File: config.mk
export PLATFORM = sky130hd
export DESIGN_NAME = pcm_call_mapper
export DESIGN_NICKNAME = d
export VERILOG_FILES = /design/src/shared/pcm_pkg.sv /design/src/rtl/pcm_call_mapper.sv
export VERILOG_INCLUDE_DIRS = /design/src /design/src/shared
export SDC_FILE = /design/constraint.sdc
export NUM_CORES = 1
export LEC_CHECK = 0
export BUFFER_PORTS_ARGS = -buffer_cell sky130_fd_sc_hd__buf_2
export CORE_MARGIN = 1
export CORE_UTILIZATION = 52
export DETAILED_ROUTE_END_ITERATION = 7
export PLACE_DENSITY_LB_ADDON = 0.15
export SYNTH_ARGS = -nofsm -noshare
export SYNTH_HDL_FRONTEND = slang
export SYNTH_SLANG_ARGS = --single-unit
File: constraint.sdc
create_clock -name core_clk -period 1.8 [get_ports core_clk]
set_input_delay 0.18 -clock core_clk [delete_from_list [all_inputs] [get_ports core_clk]]
set_output_delay 0.18 -clock core_clk [all_outputs]
set_load 0.005 [all_outputs]
File: src/shared/pcm_regs.svh
// Register map, field positions and codes of the call-setup mapper
`ifndef PCM_REGS_SVH
`define PCM_REGS_SVH
// ==========================================================
// Byte offsets
`define PCM_OFF_CTRL 8'h00
`define PCM_OFF_UTIL 8'h04
`define PCM_OFF_CALLING 8'h08
`define PCM_OFF_CALLED 8'h0C
`define PCM_OFF_CUD 8'h10
`define PCM_OFF_RATE 8'h14
`define PCM_OFF_STATUS 8'h18
`define PCM_OFF_SEL 8'h1C
`define PCM_OFF_CONN 8'h20
`define PCM_OFF_ADDR_OUT 8'h24
// ==========================================================
// Control and utility bits
`define PCM_CTRL_START 0
`define PCM_CTRL_STRIP 1
`define PCM_CTRL_REJECT 2
`define PCM_CTRL_CLR_CONF 3
`define PCM_UTIL_FAST 0
`define PCM_UTIL_CG 1
`define PCM_UTIL_CGOA 2
`define PCM_UTIL_TRANSIT 3
`define PCM_UTIL_CALL_ID 4
`define PCM_UTIL_COT2_B3 5
`define PCM_UTIL_TPUT_LSB 8
// ==========================================================
// Character codes and constants
`define PCM_COT_B1 0
`define PCM_COT_ALT 1
`define PCM_COT_UC_FOLLOWS 2
`define PCM_COT_B3 2
`define PCM_UC1_FOLLOWS 8'h03
`define PCM_TELETEX 8'h02
`define PCM_UC2_TELETEX 4'h9
`define PCM_WINDOW 8'h02
`define PCM_PKT_SIZE 8'h80
`define PCM_NIC_BITS 16
`define PCM_ADDR_CMD 8'h03
`define PCM_ADDR_RESP 8'h01
`define PCM_CLK_NS 50
`define PCM_RESP_OKAY 2'b00
`define PCM_RESP_SLVERR 2'b10
`endif

File: src/shared/pcm_pkg.sv
// Types of the call-setup mapper
`default_nettype none
package pcm_pkg;
	typedef enum logic [2:0] {
		PCM_IDLE = 3'b000,
		PCM_SELECT = 3'b001,
		PCM_WAIT_TTC = 3'b011,
		PCM_WAIT_CONN = 3'b010,
		PCM_CONNECTED = 3'b110,
		PCM_CLEARING = 3'b111,
		PCM_GUARD = 3'b101
	} pcm_state_type;
	typedef struct packed {
		logic [7:0] cot1;
		logic [7:0] uc1;
		logic [7:0] uc2;
		logic [7:0] cot2;
	} pcm_sel_type;
	typedef struct packed {
		logic [7:0] window;
		logic [7:0] pkt_size;
		logic [15:0] transit_id;
	} pcm_conn_type;
endpackage
`default_nettype wire

File: src/rtl/pcm_call_mapper.sv
// Packet-to-circuit call-setup mapper with AXI4-Lite registers
//
// The register addresses and the AXI4-Lite interface to the registers are this design's own decisions.
`timescale 1ns/1ps
`default_nettype none
`include "pcm_regs.svh"
module pcm_call_mapper #(
	parameter int GUARD_NS = 1000000,
	parameter int TPUT_W = 4
) (
	// Clock and reset
	input wire logic core_clk,
	input wire logic rst_n,
	// AXI4-Lite write
	input wire logic [7:0] s_axi_awaddr,
	input wire logic s_axi_awvalid,
	output logic s_axi_awready,
	input wire logic [31:0] s_axi_wdata,
	input wire logic [3:0] s_axi_wstrb,
	input wire logic s_axi_wvalid,
	output logic s_axi_wready,
	output logic [1:0] s_axi_bresp,
	output logic s_axi_bvalid,
	input wire logic s_axi_bready,
	// AXI4-Lite read
	input wire logic [7:0] s_axi_araddr,
	input wire logic s_axi_arvalid,
	output logic s_axi_arready,
	output logic [31:0] s_axi_rdata,
	output logic [1:0] s_axi_rresp,
	output logic s_axi_rvalid,
	input wire logic s_axi_rready,
	// Circuit side events
	input wire logic ttc_valid,
	input wire logic ttc_cli_req,
	input wire logic csn_connect,
	input wire logic csn_transit_valid,
	input wire logic [15:0] csn_transit_id,
	// Circuit side signalling
	output logic sel_valid,
	output pcm_pkg::pcm_sel_type sel_chars,
	output logic [31:0] sel_called_addr,
	output logic sel_closed_group,
	output logic sel_closed_group_oa,
	output logic cli_send,
	output logic [31:0] cli_addr,
	output logic ttd_send,
	output logic [7:0] link_cmd_addr,
	output logic [7:0] link_resp_addr,
	// Packet side signalling
	output logic clear_request,
	output logic call_connected,
	output pcm_pkg::pcm_conn_type conn_info,
	output logic [TPUT_W-1:0] conn_tput
);
	localparam int GUARD_CYCLES_RAW = (GUARD_NS + `PCM_CLK_NS - 1) / `PCM_CLK_NS;
	localparam int GUARD_CYCLES = (GUARD_CYCLES_RAW < 1) ? 1 : GUARD_CYCLES_RAW;
	localparam logic [31:0] GUARD_LAST = 32'(GUARD_CYCLES - 1);
	// ==========================================================
	// Functions
	function automatic logic [TPUT_W-1:0] cap_tput(input logic [TPUT_W-1:0] req,
		input logic [TPUT_W-1:0] rate);
		cap_tput = (req > rate) ? rate : req;
	endfunction
	function automatic logic [31:0] merge(input logic [31:0] old, input logic [31:0] data,
		input logic [3:0] strb);
		merge = old;
		for (int i = 0; i < 4; i++) begin
			if (strb[i]) merge[i*8 +: 8] = data[i*8 +: 8];
		end
	endfunction
	// ==========================================================
	// Register storage
	logic awready_q, wready_q, bvalid_q, arready_q, rvalid_q, aw_got_q, w_got_q;
	logic [1:0] bresp_q, rresp_q;
	logic [31:0] rdata_q;
	logic [7:0] waddr_q;
	logic [31:0] wdata_q;
	logic [3:0] wstrb_q;
	logic [31:0] ctrl_q, util_q, calling_q, called_q, cud_q, rate_q;
	logic start_q, clr_conf_q, do_write;
	pcm_pkg::pcm_state_type state_q;
	logic [31:0] guard_q;
	logic rejected_q, fast_seen_q, teletex;
	logic [31:0] stored_calling_q;
	logic sel_valid_q, cli_send_q, ttd_send_q, clear_q, connected_q, cg_q, cgoa_q;
	pcm_pkg::pcm_sel_type sel_q;
	logic [31:0] addr_out_q, cli_addr_q;
	pcm_pkg::pcm_conn_type conn_q;
	logic [TPUT_W-1:0] tput_q;
	logic [7:0] cmd_addr_q, resp_addr_q;
	logic [TPUT_W-1:0] req_tput, csn_rate;
	assign do_write = aw_got_q && w_got_q && !bvalid_q;
	assign teletex = (cud_q[7:0] == `PCM_TELETEX);
	assign req_tput = util_q[`PCM_UTIL_TPUT_LSB +: TPUT_W];
	assign csn_rate = rate_q[TPUT_W-1:0];
	// ==========================================================
	// AXI write channels
	always_ff @(posedge core_clk or negedge rst_n) begin
		if (!rst_n) begin
			awready_q <= 1'b1;
			wready_q <= 1'b1;
			aw_got_q <= 1'b0;
			w_got_q <= 1'b0;
			waddr_q <= 8'h00;
			wdata_q <= 32'h0000_0000;
			wstrb_q <= 4'h0;
			bvalid_q <= 1'b0;
			bresp_q <= `PCM_RESP_OKAY;
		end else begin
			if (s_axi_awvalid && awready_q) begin
				awready_q <= 1'b0;
				aw_got_q <= 1'b1;
				waddr_q <= s_axi_awaddr;
			end
			if (s_axi_wvalid && wready_q) begin
				wready_q <= 1'b0;
				w_got_q <= 1'b1;
				wdata_q <= s_axi_wdata;
				wstrb_q <= s_axi_wstrb;
			end
			if (do_write) begin
				aw_got_q <= 1'b0;
				w_got_q <= 1'b0;
				bvalid_q <= 1'b1;
				case (waddr_q)
					`PCM_OFF_CTRL, `PCM_OFF_UTIL, `PCM_OFF_CALLING, `PCM_OFF_CALLED,
					`PCM_OFF_CUD, `PCM_OFF_RATE, `PCM_OFF_STATUS, `PCM_OFF_SEL,
					`PCM_OFF_CONN, `PCM_OFF_ADDR_OUT: bresp_q <= `PCM_RESP_OKAY;
					default: bresp_q <= `PCM_RESP_SLVERR;
				endcase
			end
			if (bvalid_q && s_axi_bready) begin
				bvalid_q <= 1'b0;
				awready_q <= 1'b1;
				wready_q <= 1'b1;
			end
		end
	end
	// ==========================================================
	// Writable registers and command pulses
	always_ff @(posedge core_clk or negedge rst_n) begin
		if (!rst_n) begin
			ctrl_q <= 32'h0000_0000;
			util_q <= 32'h0000_0000;
			calling_q <= 32'h0000_0000;
			called_q <= 32'h0000_0000;
			cud_q <= 32'h0000_0000;
			rate_q <= 32'h0000_0000;
			start_q <= 1'b0;
			clr_conf_q <= 1'b0;
		end else begin
			start_q <= 1'b0;
			clr_conf_q <= 1'b0;
			if (do_write) begin
				case (waddr_q)
					`PCM_OFF_CTRL: begin
						ctrl_q <= merge(ctrl_q, wdata_q, wstrb_q);
						start_q <= wstrb_q[0] && wdata_q[`PCM_CTRL_START];
						clr_conf_q <= wstrb_q[0] && wdata_q[`PCM_CTRL_CLR_CONF];
					end
					`PCM_OFF_UTIL: util_q <= merge(util_q, wdata_q, wstrb_q);
					`PCM_OFF_CALLING: calling_q <= merge(calling_q, wdata_q, wstrb_q);
					`PCM_OFF_CALLED: called_q <= merge(called_q, wdata_q, wstrb_q);
					`PCM_OFF_CUD: cud_q <= merge(cud_q, wdata_q, wstrb_q);
					`PCM_OFF_RATE: rate_q <= merge(rate_q, wdata_q, wstrb_q);
					default: ;
				endcase
			end
		end
	end
	// ==========================================================
	// AXI read channel
	always_ff @(posedge core_clk or negedge rst_n) begin
		if (!rst_n) begin
			arready_q <= 1'b1;
			rvalid_q <= 1'b0;
			rdata_q <= 32'h0000_0000;
			rresp_q <= `PCM_RESP_OKAY;
		end else begin
			if (s_axi_arvalid && arready_q) begin
				arready_q <= 1'b0;
				rvalid_q <= 1'b1;
				rresp_q <= `PCM_RESP_OKAY;
				case (s_axi_araddr)
					`PCM_OFF_CTRL: rdata_q <= {ctrl_q[31:4], 1'b0, ctrl_q[2:1], 1'b0};
					`PCM_OFF_UTIL: rdata_q <= util_q;
					`PCM_OFF_CALLING: rdata_q <= calling_q;
					`PCM_OFF_CALLED: rdata_q <= called_q;
					`PCM_OFF_CUD: rdata_q <= {24'h00_0000, cud_q[7:0]};
					`PCM_OFF_RATE: rdata_q <= rate_q;
					`PCM_OFF_STATUS: rdata_q <= {27'h000_0000, fast_seen_q, rejected_q, state_q};
					`PCM_OFF_SEL: rdata_q <= sel_q;
					`PCM_OFF_CONN: rdata_q <= conn_q;
					`PCM_OFF_ADDR_OUT: rdata_q <= addr_out_q;
					default: begin
						rdata_q <= 32'h0000_0000;
						rresp_q <= `PCM_RESP_SLVERR;
					end
				endcase
			end
			if (rvalid_q && s_axi_rready) begin
				rvalid_q <= 1'b0;
				arready_q <= 1'b1;
			end
		end
	end
	// ==========================================================
	// Call sequencing
	always_ff @(posedge core_clk or negedge rst_n) begin
		if (!rst_n) begin
			state_q <= pcm_pkg::PCM_IDLE;
			guard_q <= 32'h0000_0000;
			rejected_q <= 1'b0;
			fast_seen_q <= 1'b0;
			stored_calling_q <= 32'h0000_0000;
		end else begin
			guard_q <= 32'h0000_0000;
			case (state_q)
				pcm_pkg::PCM_IDLE: begin
					if (start_q) begin
						rejected_q <= 1'b0;
						fast_seen_q <= 1'b0;
						stored_calling_q <= calling_q;
						state_q <= pcm_pkg::PCM_SELECT;
					end
				end
				pcm_pkg::PCM_SELECT: begin
					if (util_q[`PCM_UTIL_FAST]) begin
						fast_seen_q <= 1'b1;
						state_q <= pcm_pkg::PCM_CLEARING;
					end else if (!teletex && ctrl_q[`PCM_CTRL_REJECT]) begin
						rejected_q <= 1'b1;
						state_q <= pcm_pkg::PCM_CLEARING;
					end else begin
						state_q <= pcm_pkg::PCM_WAIT_TTC;
					end
				end
				pcm_pkg::PCM_WAIT_TTC: begin
					if (ttc_valid) begin
						state_q <= pcm_pkg::PCM_WAIT_CONN;
					end else if (clr_conf_q) begin
						state_q <= pcm_pkg::PCM_GUARD;
					end
				end
				pcm_pkg::PCM_WAIT_CONN: begin
					if (csn_connect) begin
						state_q <= pcm_pkg::PCM_CONNECTED;
					end else if (clr_conf_q) begin
						state_q <= pcm_pkg::PCM_GUARD;
					end
				end
				pcm_pkg::PCM_CONNECTED, pcm_pkg::PCM_CLEARING: begin
					if (clr_conf_q) begin
						state_q <= pcm_pkg::PCM_GUARD;
					end
				end
				pcm_pkg::PCM_GUARD: begin
					if (guard_q >= GUARD_LAST) begin
						state_q <= pcm_pkg::PCM_IDLE;
					end else begin
						guard_q <= guard_q + 32'h0000_0001;
					end
				end
				default: state_q <= pcm_pkg::PCM_IDLE;
			endcase
		end
	end
	// ==========================================================
	// Selection signal generation
	always_ff @(posedge core_clk or negedge rst_n) begin
		if (!rst_n) begin
			sel_valid_q <= 1'b0;
			sel_q <= '0;
			addr_out_q <= 32'h0000_0000;
			cg_q <= 1'b0;
			cgoa_q <= 1'b0;
			cmd_addr_q <= 8'h00;
			resp_addr_q <= 8'h00;
		end else begin
			sel_valid_q <= 1'b0;
			if (state_q == pcm_pkg::PCM_SELECT && !util_q[`PCM_UTIL_FAST]
				&& !(!teletex && ctrl_q[`PCM_CTRL_REJECT])) begin
				sel_valid_q <= 1'b1;
				sel_q.cot1 <= 8'h00;
				sel_q.cot1[`PCM_COT_B1] <= ctrl_q[`PCM_CTRL_STRIP];
				sel_q.cot1[`PCM_COT_ALT] <= 1'b1;
				sel_q.cot1[`PCM_COT_UC_FOLLOWS] <= 1'b1;
				sel_q.uc1 <= `PCM_UC1_FOLLOWS;
				sel_q.uc2 <= {4'h0, teletex ? `PCM_UC2_TELETEX : 4'h0};
				sel_q.cot2 <= 8'h00;
				sel_q.cot2[`PCM_COT_B3] <= util_q[`PCM_UTIL_COT2_B3];
				if (ctrl_q[`PCM_CTRL_STRIP]) begin
					addr_out_q <= {called_q[31-`PCM_NIC_BITS:0], `PCM_NIC_BITS'(0)};
				end else begin
					addr_out_q <= called_q;
				end
				cg_q <= util_q[`PCM_UTIL_CG];
				cgoa_q <= util_q[`PCM_UTIL_CGOA];
				cmd_addr_q <= `PCM_ADDR_CMD;
				resp_addr_q <= `PCM_ADDR_RESP;
			end
		end
	end
	// ==========================================================
	// Identification, clearing and connect
	always_ff @(posedge core_clk or negedge rst_n) begin
		if (!rst_n) begin
			cli_send_q <= 1'b0;
			ttd_send_q <= 1'b0;
			cli_addr_q <= 32'h0000_0000;
			clear_q <= 1'b0;
			connected_q <= 1'b0;
			conn_q <= '0;
			tput_q <= '0;
		end else begin
			cli_send_q <= 1'b0;
			ttd_send_q <= 1'b0;
			clear_q <= 1'b0;
			connected_q <= 1'b0;
			if (state_q == pcm_pkg::PCM_WAIT_TTC && ttc_valid) begin
				if (ttc_cli_req) begin
					cli_send_q <= 1'b1;
					cli_addr_q <= stored_calling_q;
				end else begin
					ttd_send_q <= 1'b1;
				end
			end
			if (state_q == pcm_pkg::PCM_SELECT && (util_q[`PCM_UTIL_FAST]
				|| (!teletex && ctrl_q[`PCM_CTRL_REJECT]))) begin
				clear_q <= 1'b1;
			end
			if (state_q == pcm_pkg::PCM_SELECT) begin
				tput_q <= cap_tput(req_tput, csn_rate);
			end
			if (state_q == pcm_pkg::PCM_WAIT_CONN && csn_connect) begin
				connected_q <= 1'b1;
				conn_q.window <= `PCM_WINDOW;
				conn_q.pkt_size <= `PCM_PKT_SIZE;
				conn_q.transit_id <= csn_transit_valid ? csn_transit_id : 16'h0000;
				tput_q <= cap_tput(req_tput, csn_rate);
			end
		end
	end
	// ==========================================================
	// Outputs
	assign s_axi_awready = awready_q;
	assign s_axi_wready = wready_q;
	assign s_axi_bresp = bresp_q;
	assign s_axi_bvalid = bvalid_q;
	assign s_axi_arready = arready_q;
	assign s_axi_rdata = rdata_q;
	assign s_axi_rresp = rresp_q;
	assign s_axi_rvalid = rvalid_q;
	assign sel_valid = sel_valid_q;
	assign sel_chars = sel_q;
	assign sel_called_addr = addr_out_q;
	assign sel_closed_group = cg_q;
	assign sel_closed_group_oa = cgoa_q;
	assign cli_send = cli_send_q;
	assign cli_addr = cli_addr_q;
	assign ttd_send = ttd_send_q;
	assign link_cmd_addr = cmd_addr_q;
	assign link_resp_addr = resp_addr_q;
	assign clear_request = clear_q;
	assign call_connected = connected_q;
	assign conn_info = conn_q;
	assign conn_tput = tput_q;
endmodule
`default_nettype wire

* Word level (Yosys, flattened, before mapping)
Cells that the tools add are included.
Storage, ports and cells: output and inout bits 196, word-level logic and storage cells 201, bits in registers 427, bits of input ports 79
Operators by class: mux-type cells 50, equality and inequality tests 30, reduce and logical (&&, ||, !) cells 60, $add $sub $neg 1, $lt $le $gt $ge 2
Operator list (number):
- $pmux W32 S10 | 1
- $mux W32 | 3
- $reduce_and A3 Y1 | 22
- $eq A8 B5 Y1 const B | 8
- $add A32 B1 Y32 const B | 1
- $eq A8 B4 Y1 const B | 4
- $eq A8 B6 Y1 const B | 4
- $ge A32 B15 Y1 const B | 1
- $mux W1 | 29
- $mux W3 | 7
- $reduce_or A10 Y1 | 2
- $pmux W3 S6 | 1
- $eq A8 B3 Y1 const B | 2
- $logic_not A8 Y1 | 2
- $mux W16 | 1
- $mux W4 | 4
- $reduce_bool A2 Y1 | 8
- $logic_and A1 B1 Y1 | 15
- $eq A3 B3 Y1 const B | 3
- $eq A8 B2 Y1 const B | 1
- $ne A2 B2 Y1 const B | 4
- $eq A3 B2 Y1 const B | 2
- $reduce_and A2 Y1 | 3
- $gt A4 B4 Y1 | 1
- other kinds (9) | 14

* Longest topological paths before layout
Gate-level depths: netlist (run 1).
word-level depth 6, gate-level depth with buffers 8, depth with buffers taken out 7

* Worst setup path before layout (run 1)
No wires, ideal clock.
path type register to register, start register bvalid_q (netlist: s_axi_bvalid), end register cud_q[0], period minus slack after synthesis 1.904 ns, library setup time 0.125 ns, path buffers 1, data required time 1.675 ns, arrival time 1.779 ns, stages on the path, launching flop included 6, setup slack -0.104 ns, cell sequence dfrtp_1 -> and3b_1 -> buf_2 -> nand2_1 -> nor4_2 -> mux2_2
Between the ends: longest elaborated chain between the ends 3
Ends and longest elaborated chain:
- start, declared | RTL line pcm_call_mapper.sv:74 | logic awready_q, wready_q, bvalid_q, arready_q, rvalid_q, aw_got_q, w_got_q;
- start signal, assigned | RTL line pcm_call_mapper.sv:108 | bvalid_q <= 1'b0;
- start signal, assigned | RTL line pcm_call_mapper.sv:125 | bvalid_q <= 1'b1;
- start signal, assigned | RTL line pcm_call_mapper.sv:134 | bvalid_q <= 1'b0;
- $logic_not A1 Y1 | RTL line pcm_call_mapper.sv:93 | assign do_write = aw_got_q && w_got_q && !bvalid_q;
- $logic_and A1 B1 Y1 | RTL line pcm_call_mapper.sv:93
- $reduce_and A3 Y1 (no source line)
- end signal, assigned | RTL line pcm_call_mapper.sv:165 | `PCM_OFF_CUD: cud_q <= merge(cud_q, wdata_q, wstrb_q);
- end, declared | RTL line pcm_call_mapper.sv:80 | logic [31:0] ctrl_q, util_q, calling_q, called_q, cud_q, rate_q;
No other way between the ends. A chain may end at the register's enable or synchronous reset.

* Worst setup path after layout (run 1)
start register cud_q[6], end register sel_q, in the netlist sel_chars[2]
Between the ends: longest elaborated chain between the ends 5
Ends and longest elaborated chain:
- $eq A8 B2 Y1 (no source line)
- $logic_not A1 Y1 | RTL line pcm_call_mapper.sv:283 | && !(!teletex && ctrl_q[`PCM_CTRL_REJECT])) begin
- $logic_and A1 B1 Y1 | RTL line pcm_call_mapper.sv:283
- $logic_not A1 Y1 | RTL line pcm_call_mapper.sv:283
- $logic_and A1 B1 Y1 | RTL line pcm_call_mapper.sv:282 | if (state_q == pcm_pkg::PCM_SELECT && !util_q[`PCM_UTIL_FAST]
- end, declared | RTL line pcm_call_mapper.sv:87 | pcm_pkg::pcm_sel_type sel_q;
No other way between the ends.

==> run_results.csv, run 1 <==
group,metric,value,unit
route,via_per_inst,5.59,
global_routing,grt_pass1_wl,86.6,mm
global_routing,gr-total-overflow,0,
setup_path,r2r.worst_path.cells,5,
timing,finalCritPeriodShare,1.02,
outcome,status,"complete, but fails checks",
clock_network,clkSinkCount,418,
die,die-area,36000,um^2
placement,place_congestion,0.947,
die,die_x,190,um
synth,netlist_top_cells_area,"dfrtp_1 57%, mux2_2 15%, nand2_1 4.8%",
setup_path,end_kind,"flip-flop",
power_and_ir_drop,ir_drop,901,uV
die,ioPinCount,275,
route,ant_nets,0,
route,dr_total_vias,14100,
synth,yosysUniqueCellTypes,68,
route,drc,0,
global_routing,grt_pass1_vias,14200,
min_path,hold_path_class,"input port to flip-flop",
global_routing,grt_max_degree,59,
global_routing,grtUsageTotal,0.325,
synth,synthTopCellsByCount,"415 x dfrtp_1, 252 x mux2_2, 234 x nand2_1",
setup_path,arrival,2270,ps
synth,yosysSeqAreaShare,0.571,
layout,drive_above_1_share,0.398,
layout,final_nets,2111,
timing,max_freq,545,MHz
clock_network,cts-buffers-inserted,45,
setup_path,r2r_setup_slack,-30,ps
min_path,hold_path_depth,3,
power_and_ir_drop,power_leakage,0.0120,uW
die,start_util,0.529,
synth,muxShareOfSynthArea,0.192,
global_routing,antenna_found_initial,3,
synth,synth_simple_gate_area_frac,0.103,
synth,syn_area_per_cell,11.9,um^2
setup_path,cp_max_fo,50,
clock_network,clk_latency,560,ps
setup_path,critPathLaunchType,"flip-flop",
placement,dpl.hpwl,42.3,mm
die,die-height,190,um
synth,synthMostInstantiatedCell,"dfrtp_1",
synth,synthesis.area,18300,um^2
setup_path,critPathKind,"flip-flop to flip-flop",
timing,setup_violations,8,
synth,synth_ff_type,"dfrtp_1",
synth,synth_edf_count,0,
route,firstDrtPassIters,7,
route,wl_per_cell,22.8,um
layout,syn_to_final_growth,31.1,%
timing,hold_viol_final,0,
clock_network,cts_root_buf,"clkbuf_16",
synth,synth-seq-cells,418,
timing,fin_setup_tns,-107,ps
clock_network,path_clk_slew,60,ps
synth,ys_async_sr_fraction,1.00,
clock_network,clock_path_buffers,3,
timing,clock_skew,15.7,ps
synth,synth_compound_area_frac,0.0793,
timing,timing.final.max_slew_violations,0,
synth,yosysWarnings,0,
run,max_cap_viol_count,0,
synth,syn_inst,1546,
synth,synth_top_family_by_area,"multiplexers",
clock_network,htreeDepth,2,
die,rows,68,
timing,slew_headroom,0.566,
route,wl,57.4,mm
placement,port-buffer-count,221,
setup_path,required,2230,ps
timing,fin_ws,-33.3,ps
power_and_ir_drop,pwr_density_cell,1110,nW/um^2
die,coreArea,34600,um^2
timing,min_period,1830,ps
route,drt_iter0_drc,1000,
clock_network,tritoncts,"done",
timing,worstMarginPinSlew,644,ps
synth,synth_top_area_frac,0.567,
synth,synth_xor_area_frac,0.00573,
synth,synth_top_area_cell,"dfrtp_1",
timing,rsz0062_at_grt,"true",
synth,synth_fa_ha_area_frac,0.00341,
layout,final_util,0.694,
outcome,failed_checks,"setup timing",
[registers in the layout, indices dropped and copies added (netlist names), 30 cells and up]
register / count
s_axi_rdata: 32
sel_called_addr: 32
ctrl_q: 30
wdata_q: 32
called_q: 32
stored_calling_q: 32
guard_q: 32
util_q: 32
rate_q: 32
calling_q: 32
cli_addr: 32
[metrics by stage]
step           hold slack [ps]  total power [uW]  cells  cell area (um^2)  setup slack [ps]
2_1_floorplan             -116             13600   1615             18600              7.52
5_1_grt                   26.0             27600   2520             24000             -94.9
6_report                  17.0             26600   2520             24000             -33.3
3_3_place_gp               181             15600   2358             21200              -232
3_5_place_dp               177             15700   2358             21200              -224
4_1_cts                  0.807             26400   2513             23700             -86.3
[where the power goes]
part | switching (uW) | internal (uW)
logic | 1840 | 2060
clock network | 3830 | 6710
registers | 1600 | 10500
total | 7270 | 19300
[cells in the final DEF (no fill, tap or decap), drive strengths merged, types with 4 or more instances in the layout]
cell | synthesis | routed
clkinv | 0 | 4
mux2 | 252 | 252
o22ai | 16 | 16
dlygate4sd3 | 0 | 71
mux2i | 62 | 62
a221oi | 8 | 8
nor4b | 5 | 5
nand2b | 23 | 23
bufinv | 0 | 10
a211oi | 4 | 4
ha | 5 | 5
a22oi | 23 | 23
o221ai | 9 | 9
a22o | 9 | 9
o21ai | 83 | 83
nand2 | 234 | 234
and2 | 4 | 4
xor2 | 7 | 7
clkbuf | 51 | 65
conb | 1 | 70
buf | 82 | 426
nor2 | 69 | 69
nor4 | 14 | 14
xnor2 | 5 | 5
nand3 | 20 | 20
a32oi | 8 | 8
nor3 | 9 | 9
a21oi | 34 | 34
dfrtp | 415 | 415
nand4 | 5 | 5
nor2b | 6 | 6
inv | 18 | 21
a31oi | 6 | 6
a222oi | 4 | 4
and3 | 10 | 10
[worst max-delay path, stage by stage (launching register included)]
cell and delay (ps):
dfrtp_1 410, nor4_4 340, a21boi_2 110, or3_4 370, buf_12 190, mux2_2 280
[layer usage]
metal / part of all wire / wire length (um) / global-route usage
met5: 0.00012 / 7 / 0
met4: 0.032 / 1870 / 0.114
met3: 0.087 / 5000 / 0.0826
met2: 0.45 / 25900 / 0.500
met1: 0.43 / 24600 / 0.447
[timing repair]
item                                   in CTS  in global routing
hold buffers                               71                  0
setup endpoints to repair                 162                204
pin swaps                                   1                  5
buffers inserted                            0                  5
gates resized for setup                    15                 70
gates cloned                                0                  1
endpoints found under the hold margin     112                  0
[cell families (layout without fill, tap and decap cells)]
kind of cell               after synthesis  after routing
other                                    1             71
DFF                                    418            418
xor gates and xnor gates                12             12
adders and majority gates                5              5
muxes                                  317            317
and+or+nand+nor                        417            417
buffers and inverters                  151            600
AOI/OAI and AO/OA                      225            225
[final timing paths]
kind	start	endpoint
worst max-delay path	cud_q[6]	sel_chars[2]
worst min-delay path	csn_transit_valid	conn_info[10]
worst max register to register	cud_q[6]	sel_chars[2]
worst min register to register	stored_calling_q[5]	cli_addr[5]
max in group asynchronous	rst_n	rate_q[2]
min in group asynchronous	rst_n	call_connected
[final cells by class]
cell class	instances	area, um^2
fillers	2540	10600
flip-flops and latches	418	10500
multi-input cells	1046	7540
repair buffers	498	3640
clock buffers	64	1360
well taps	455	569
clock inverters	20	369
inverters	18	67.6
diodes	1	2.50
(Power assumes the default switching activity.)
==> run 2, diff against run 1 <==
--- a/config.mk
+++ b/config.mk
@@ -6,6 +6,7 @@
 export SDC_FILE = /design/constraint.sdc
 export NUM_CORES = 1
 export LEC_CHECK = 0
+export ABC_AREA = 1
 export BUFFER_PORTS_ARGS = -buffer_cell sky130_fd_sc_hd__buf_2
 export CORE_MARGIN = 1
 export CORE_UTILIZATION = 52
==> run 2 against run 1 <==
Global-route usage is 0.34 points lower. Count of clock-buffer cells in the layout grew 4. Final area fell by 6.0%. Wire length shrank 1.8%. Synthesized cell count grew 39%. Sequential share of layout area grew 2.7 points. Clock skew grew 6.9 ps. Flip-flop and latch count unchanged. The run now ends clean. Register-to-register slack improved by 130 ps. Combinational power rose by 23%. Critical endpoint is now rate_q[21].
==> run_results.csv, run 2 <==
group,metric,value,unit
min_path,hold_end,"s_axi_rresp[1]",
route,drc,0,
route,dr_total_vias,16000,
placement,dpl.hpwl,39.4,mm
setup_path,crit_path_frequent_cell,"nand2_1",
setup_path,arrival,2130,ps
setup_path,crit_slowest_cell,"dfrtp_1",
clock_network,clkSinkCount,418,
die,coreArea,34600,um^2
clock_network,htreeDepth,2,
timing,timing.final.max_slew_violations,0,
layout,layout_common_cells,"727 x nand2_1, 414 x dfrtp_1, 296 x o21ai_0",
global_routing,grt_pass1_wl,88.3,mm
clock_network,path_clk_slew,60,ps
synth,yosysWarnings,0,
setup_path,cpLargestDelayFamily,"simple AND/OR/NAND/NOR gates",
power_and_ir_drop,clock_power_share,0.363,
layout,syn_to_final_growth,23.2,%
min_path,hold_path_class,"input port to flip-flop",
synth,synth_edf_count,0,
clock_network,clock_path_buffers,3,
power_and_ir_drop,seqPwrFrac,0.453,
layout,mostFrequentLayoutCell,"nand2_1",
global_routing,use_met2,0.479,
setup_path,end_kind,"flip-flop",
setup_path,r2r-end,"rate_q[21]",
die,die_x,190,um
layout,layout.cells.non_filler,2998,
power_and_ir_drop,p_sw_frac,0.303,
route,ant_nets,0,
synth,synth_top_area_frac,0.566,
route,via_per_inst,5.33,
setup_path,path_cells,"or2_4, inv_2, nand3_2, nor2_4, nand2_1, buf_12, nand2_1, o21ai_0",
layout,final_nets,2594,
synth,yosysSeqAreaShare,0.571,
global_routing,grt_use_met3,0.0662,
setup_path,cp.depth,8,
route,wl,56.4,mm
route,wl_per_cell,18.8,um
layout,final_util,0.652,
synth,synth_top_area_cell,"dfrtp_1",
clock_network,cts-buffers-inserted,44,
power_and_ir_drop,p_int,18100,uW
synth,yosysUniqueCellTypes,38,
global_routing,grtUsageTotal,0.322,
synth,ys_async_sr_fraction,1.00,
setup_path,r2r.worst_path.cells,8,
power_and_ir_drop,ir_drop,939,uV
route,drt_iter0_drc,1599,
run,max_cap_viol_count,0,
global_routing,grt-busiest-layer,"met2",
global_routing,grt_pass1_vias,15400,
power_and_ir_drop,switchingPower,7880,uW
synth,netlist_top_cells_area,"dfrtp_1 57%, nand2_1 15%, o21ai_0 8.1%",
layout,drive_above_1_share,0.169,
timing,hold_viol_final,0,
synth,synthesis.area,18300,um^2
route,firstDrtPassIters,6,
outcome,status,"finished clean",
timing,setup_violations,0,
setup_path,max_stage_delay,380,ps
setup_path,r2r_setup_slack,90,ps
placement,placedCellCount,2845,
min_path,min_from,"s_axi_araddr[5]",
global_routing,gr-total-overflow,0,
global_routing,grtUsageMet1,0.466,
die,start_util,0.529,
placement,place_congestion,0.992,
synth,synthMostInstantiatedCell,"nand2_1",
synth,synthTopCellsByCount,"729 x nand2_1, 415 x dfrtp_1, 298 x o21ai_0",
setup_path,required,2220,ps
synth,synth-seq-cells,418,
setup_path,crit_buf_inv,2,
setup_path,rr_startpoint,"waddr_q[1]",
placement,port-buffer-count,221,
synth,syn_area_per_cell,8.52,um^2
placement,pre_cts_ws,-275,ps
die,ioPinCount,275,
timing,fin_ws,92.0,ps
clock_network,clk_latency,560,ps
setup_path,critPathKind,"flip-flop to flip-flop",
power_and_ir_drop,p_comb_frac,0.184,
global_routing,grt_max_degree,74,
setup_path,cp_max_fo,16,
clock_network,tritoncts,"done",
setup_path,critPathLaunchType,"flip-flop",
timing,min_period,1710,ps
synth,synth_ff_type,"dfrtp_1",
layout,antenna_cells,0,
die,rows,68,
timing,clock_skew,22.7,ps
clock_network,cts_root_buf,"clkbuf_16",
global_routing,antenna_found_initial,0,
synth,syn_inst,2153,
power_and_ir_drop,power_leakage,0.0115,uW
power_and_ir_drop,pwr_density_cell,1150,nW/um^2
die,die-height,190,um
timing,finalCritPeriodShare,0.949,
die,die-area,36000,um^2
min_path,hold_path_depth,3,
timing,max_freq,585,MHz
==> run 2: cell families (layout without fill, tap and decap cells) <==
kind of cell               count (synthesis)  count (layout)  share of synthesized area
muxes                                     15              15                    0.00819
and+or+nand+nor                         1037            1037                      0.230
other                                      1              70                   0.000205
buffers and inverters                    311             632                     0.0856
DFF                                      418             418                      0.571
adders and majority gates                  5               5                    0.00341
xor gates and xnor gates                   9               9                    0.00430
AOI/OAI and AO/OA                        357             357                     0.0979
==> run 2: metal layers <==
layer	vias to the layer above	wire, um
met5	-	0
li1	7456	-
met1	7565	24500
met2	848	24400
met3	113	5560
met4	0	1960
==> run 2: final cells by class <==
class	count	area (um^2)
repair buffers	391	2800
clock inverters	11	163
well taps	455	569
multi-input cells	1493	6630
fillers	2876	12000
clock buffers	68	1350
flip-flops and latches	418	10500
inverters	162	612
==> run 2: timing repair <==
action,4_1_cts,5_1_grt
endpoints found under the setup margin,27,143
setup buffers,0,1
hold endpoints to repair,349,0
resized for setup,4,16
hold buffers,73,0
pin swaps,1,4
==> run 2: worst max path at each step <==
| stage | to | slack, ps | startpoint |
|---|---|---|---|
| finish | rate_q[21] | 90 | waddr_q[1] |
| detailed placement | util_q[2] | -280 | waddr_q[1] |
| global route | util_q[8] | -7 | waddr_q[1] |
| CTS | rate_q[16] | -40 | waddr_q[1] |
| global placement | util_q[7] | -180 | waddr_q[1] |
| floorplan | conn_tput[0] | 230 | rate_q[3] |
==> run 2: power by group through the flow <==
stage	logic [uW]	registers, uW	clock network [uW]
after floorplan	2530	11700	0
after global placement	4320	11900	0
after detailed placement	4460	11900	0
after CTS	4660	11700	9540
after global routing	5300	11900	9940
final	4780	11800	9440
==> run 2: per-stage QoR <==
step / TNS (ps) / instance area (um^2) / hold WS [ps] / power [uW]
floorplan: 0 / 18600 / -116 / 14200
global placement: -1440 / 20300 / 108 / 16200
detailed placement: -2390 / 20300 / 116 / 16400
CTS: -128 / 22500 / 4.08 / 25900
global route: -20.3 / 22600 / 36.7 / 27200
finish: 0 / 22600 / 27.9 / 26000
==> run 2: worst reg2reg max path, stage by stage, from the launching register on <==
cell and delay, ps:
dfrtp_1 380, or2_4 290, inv_2 90, nand3_2 120
nor2_4 240, nand2_1 130, buf_12 170, nand2_1 70
o21ai_0 70
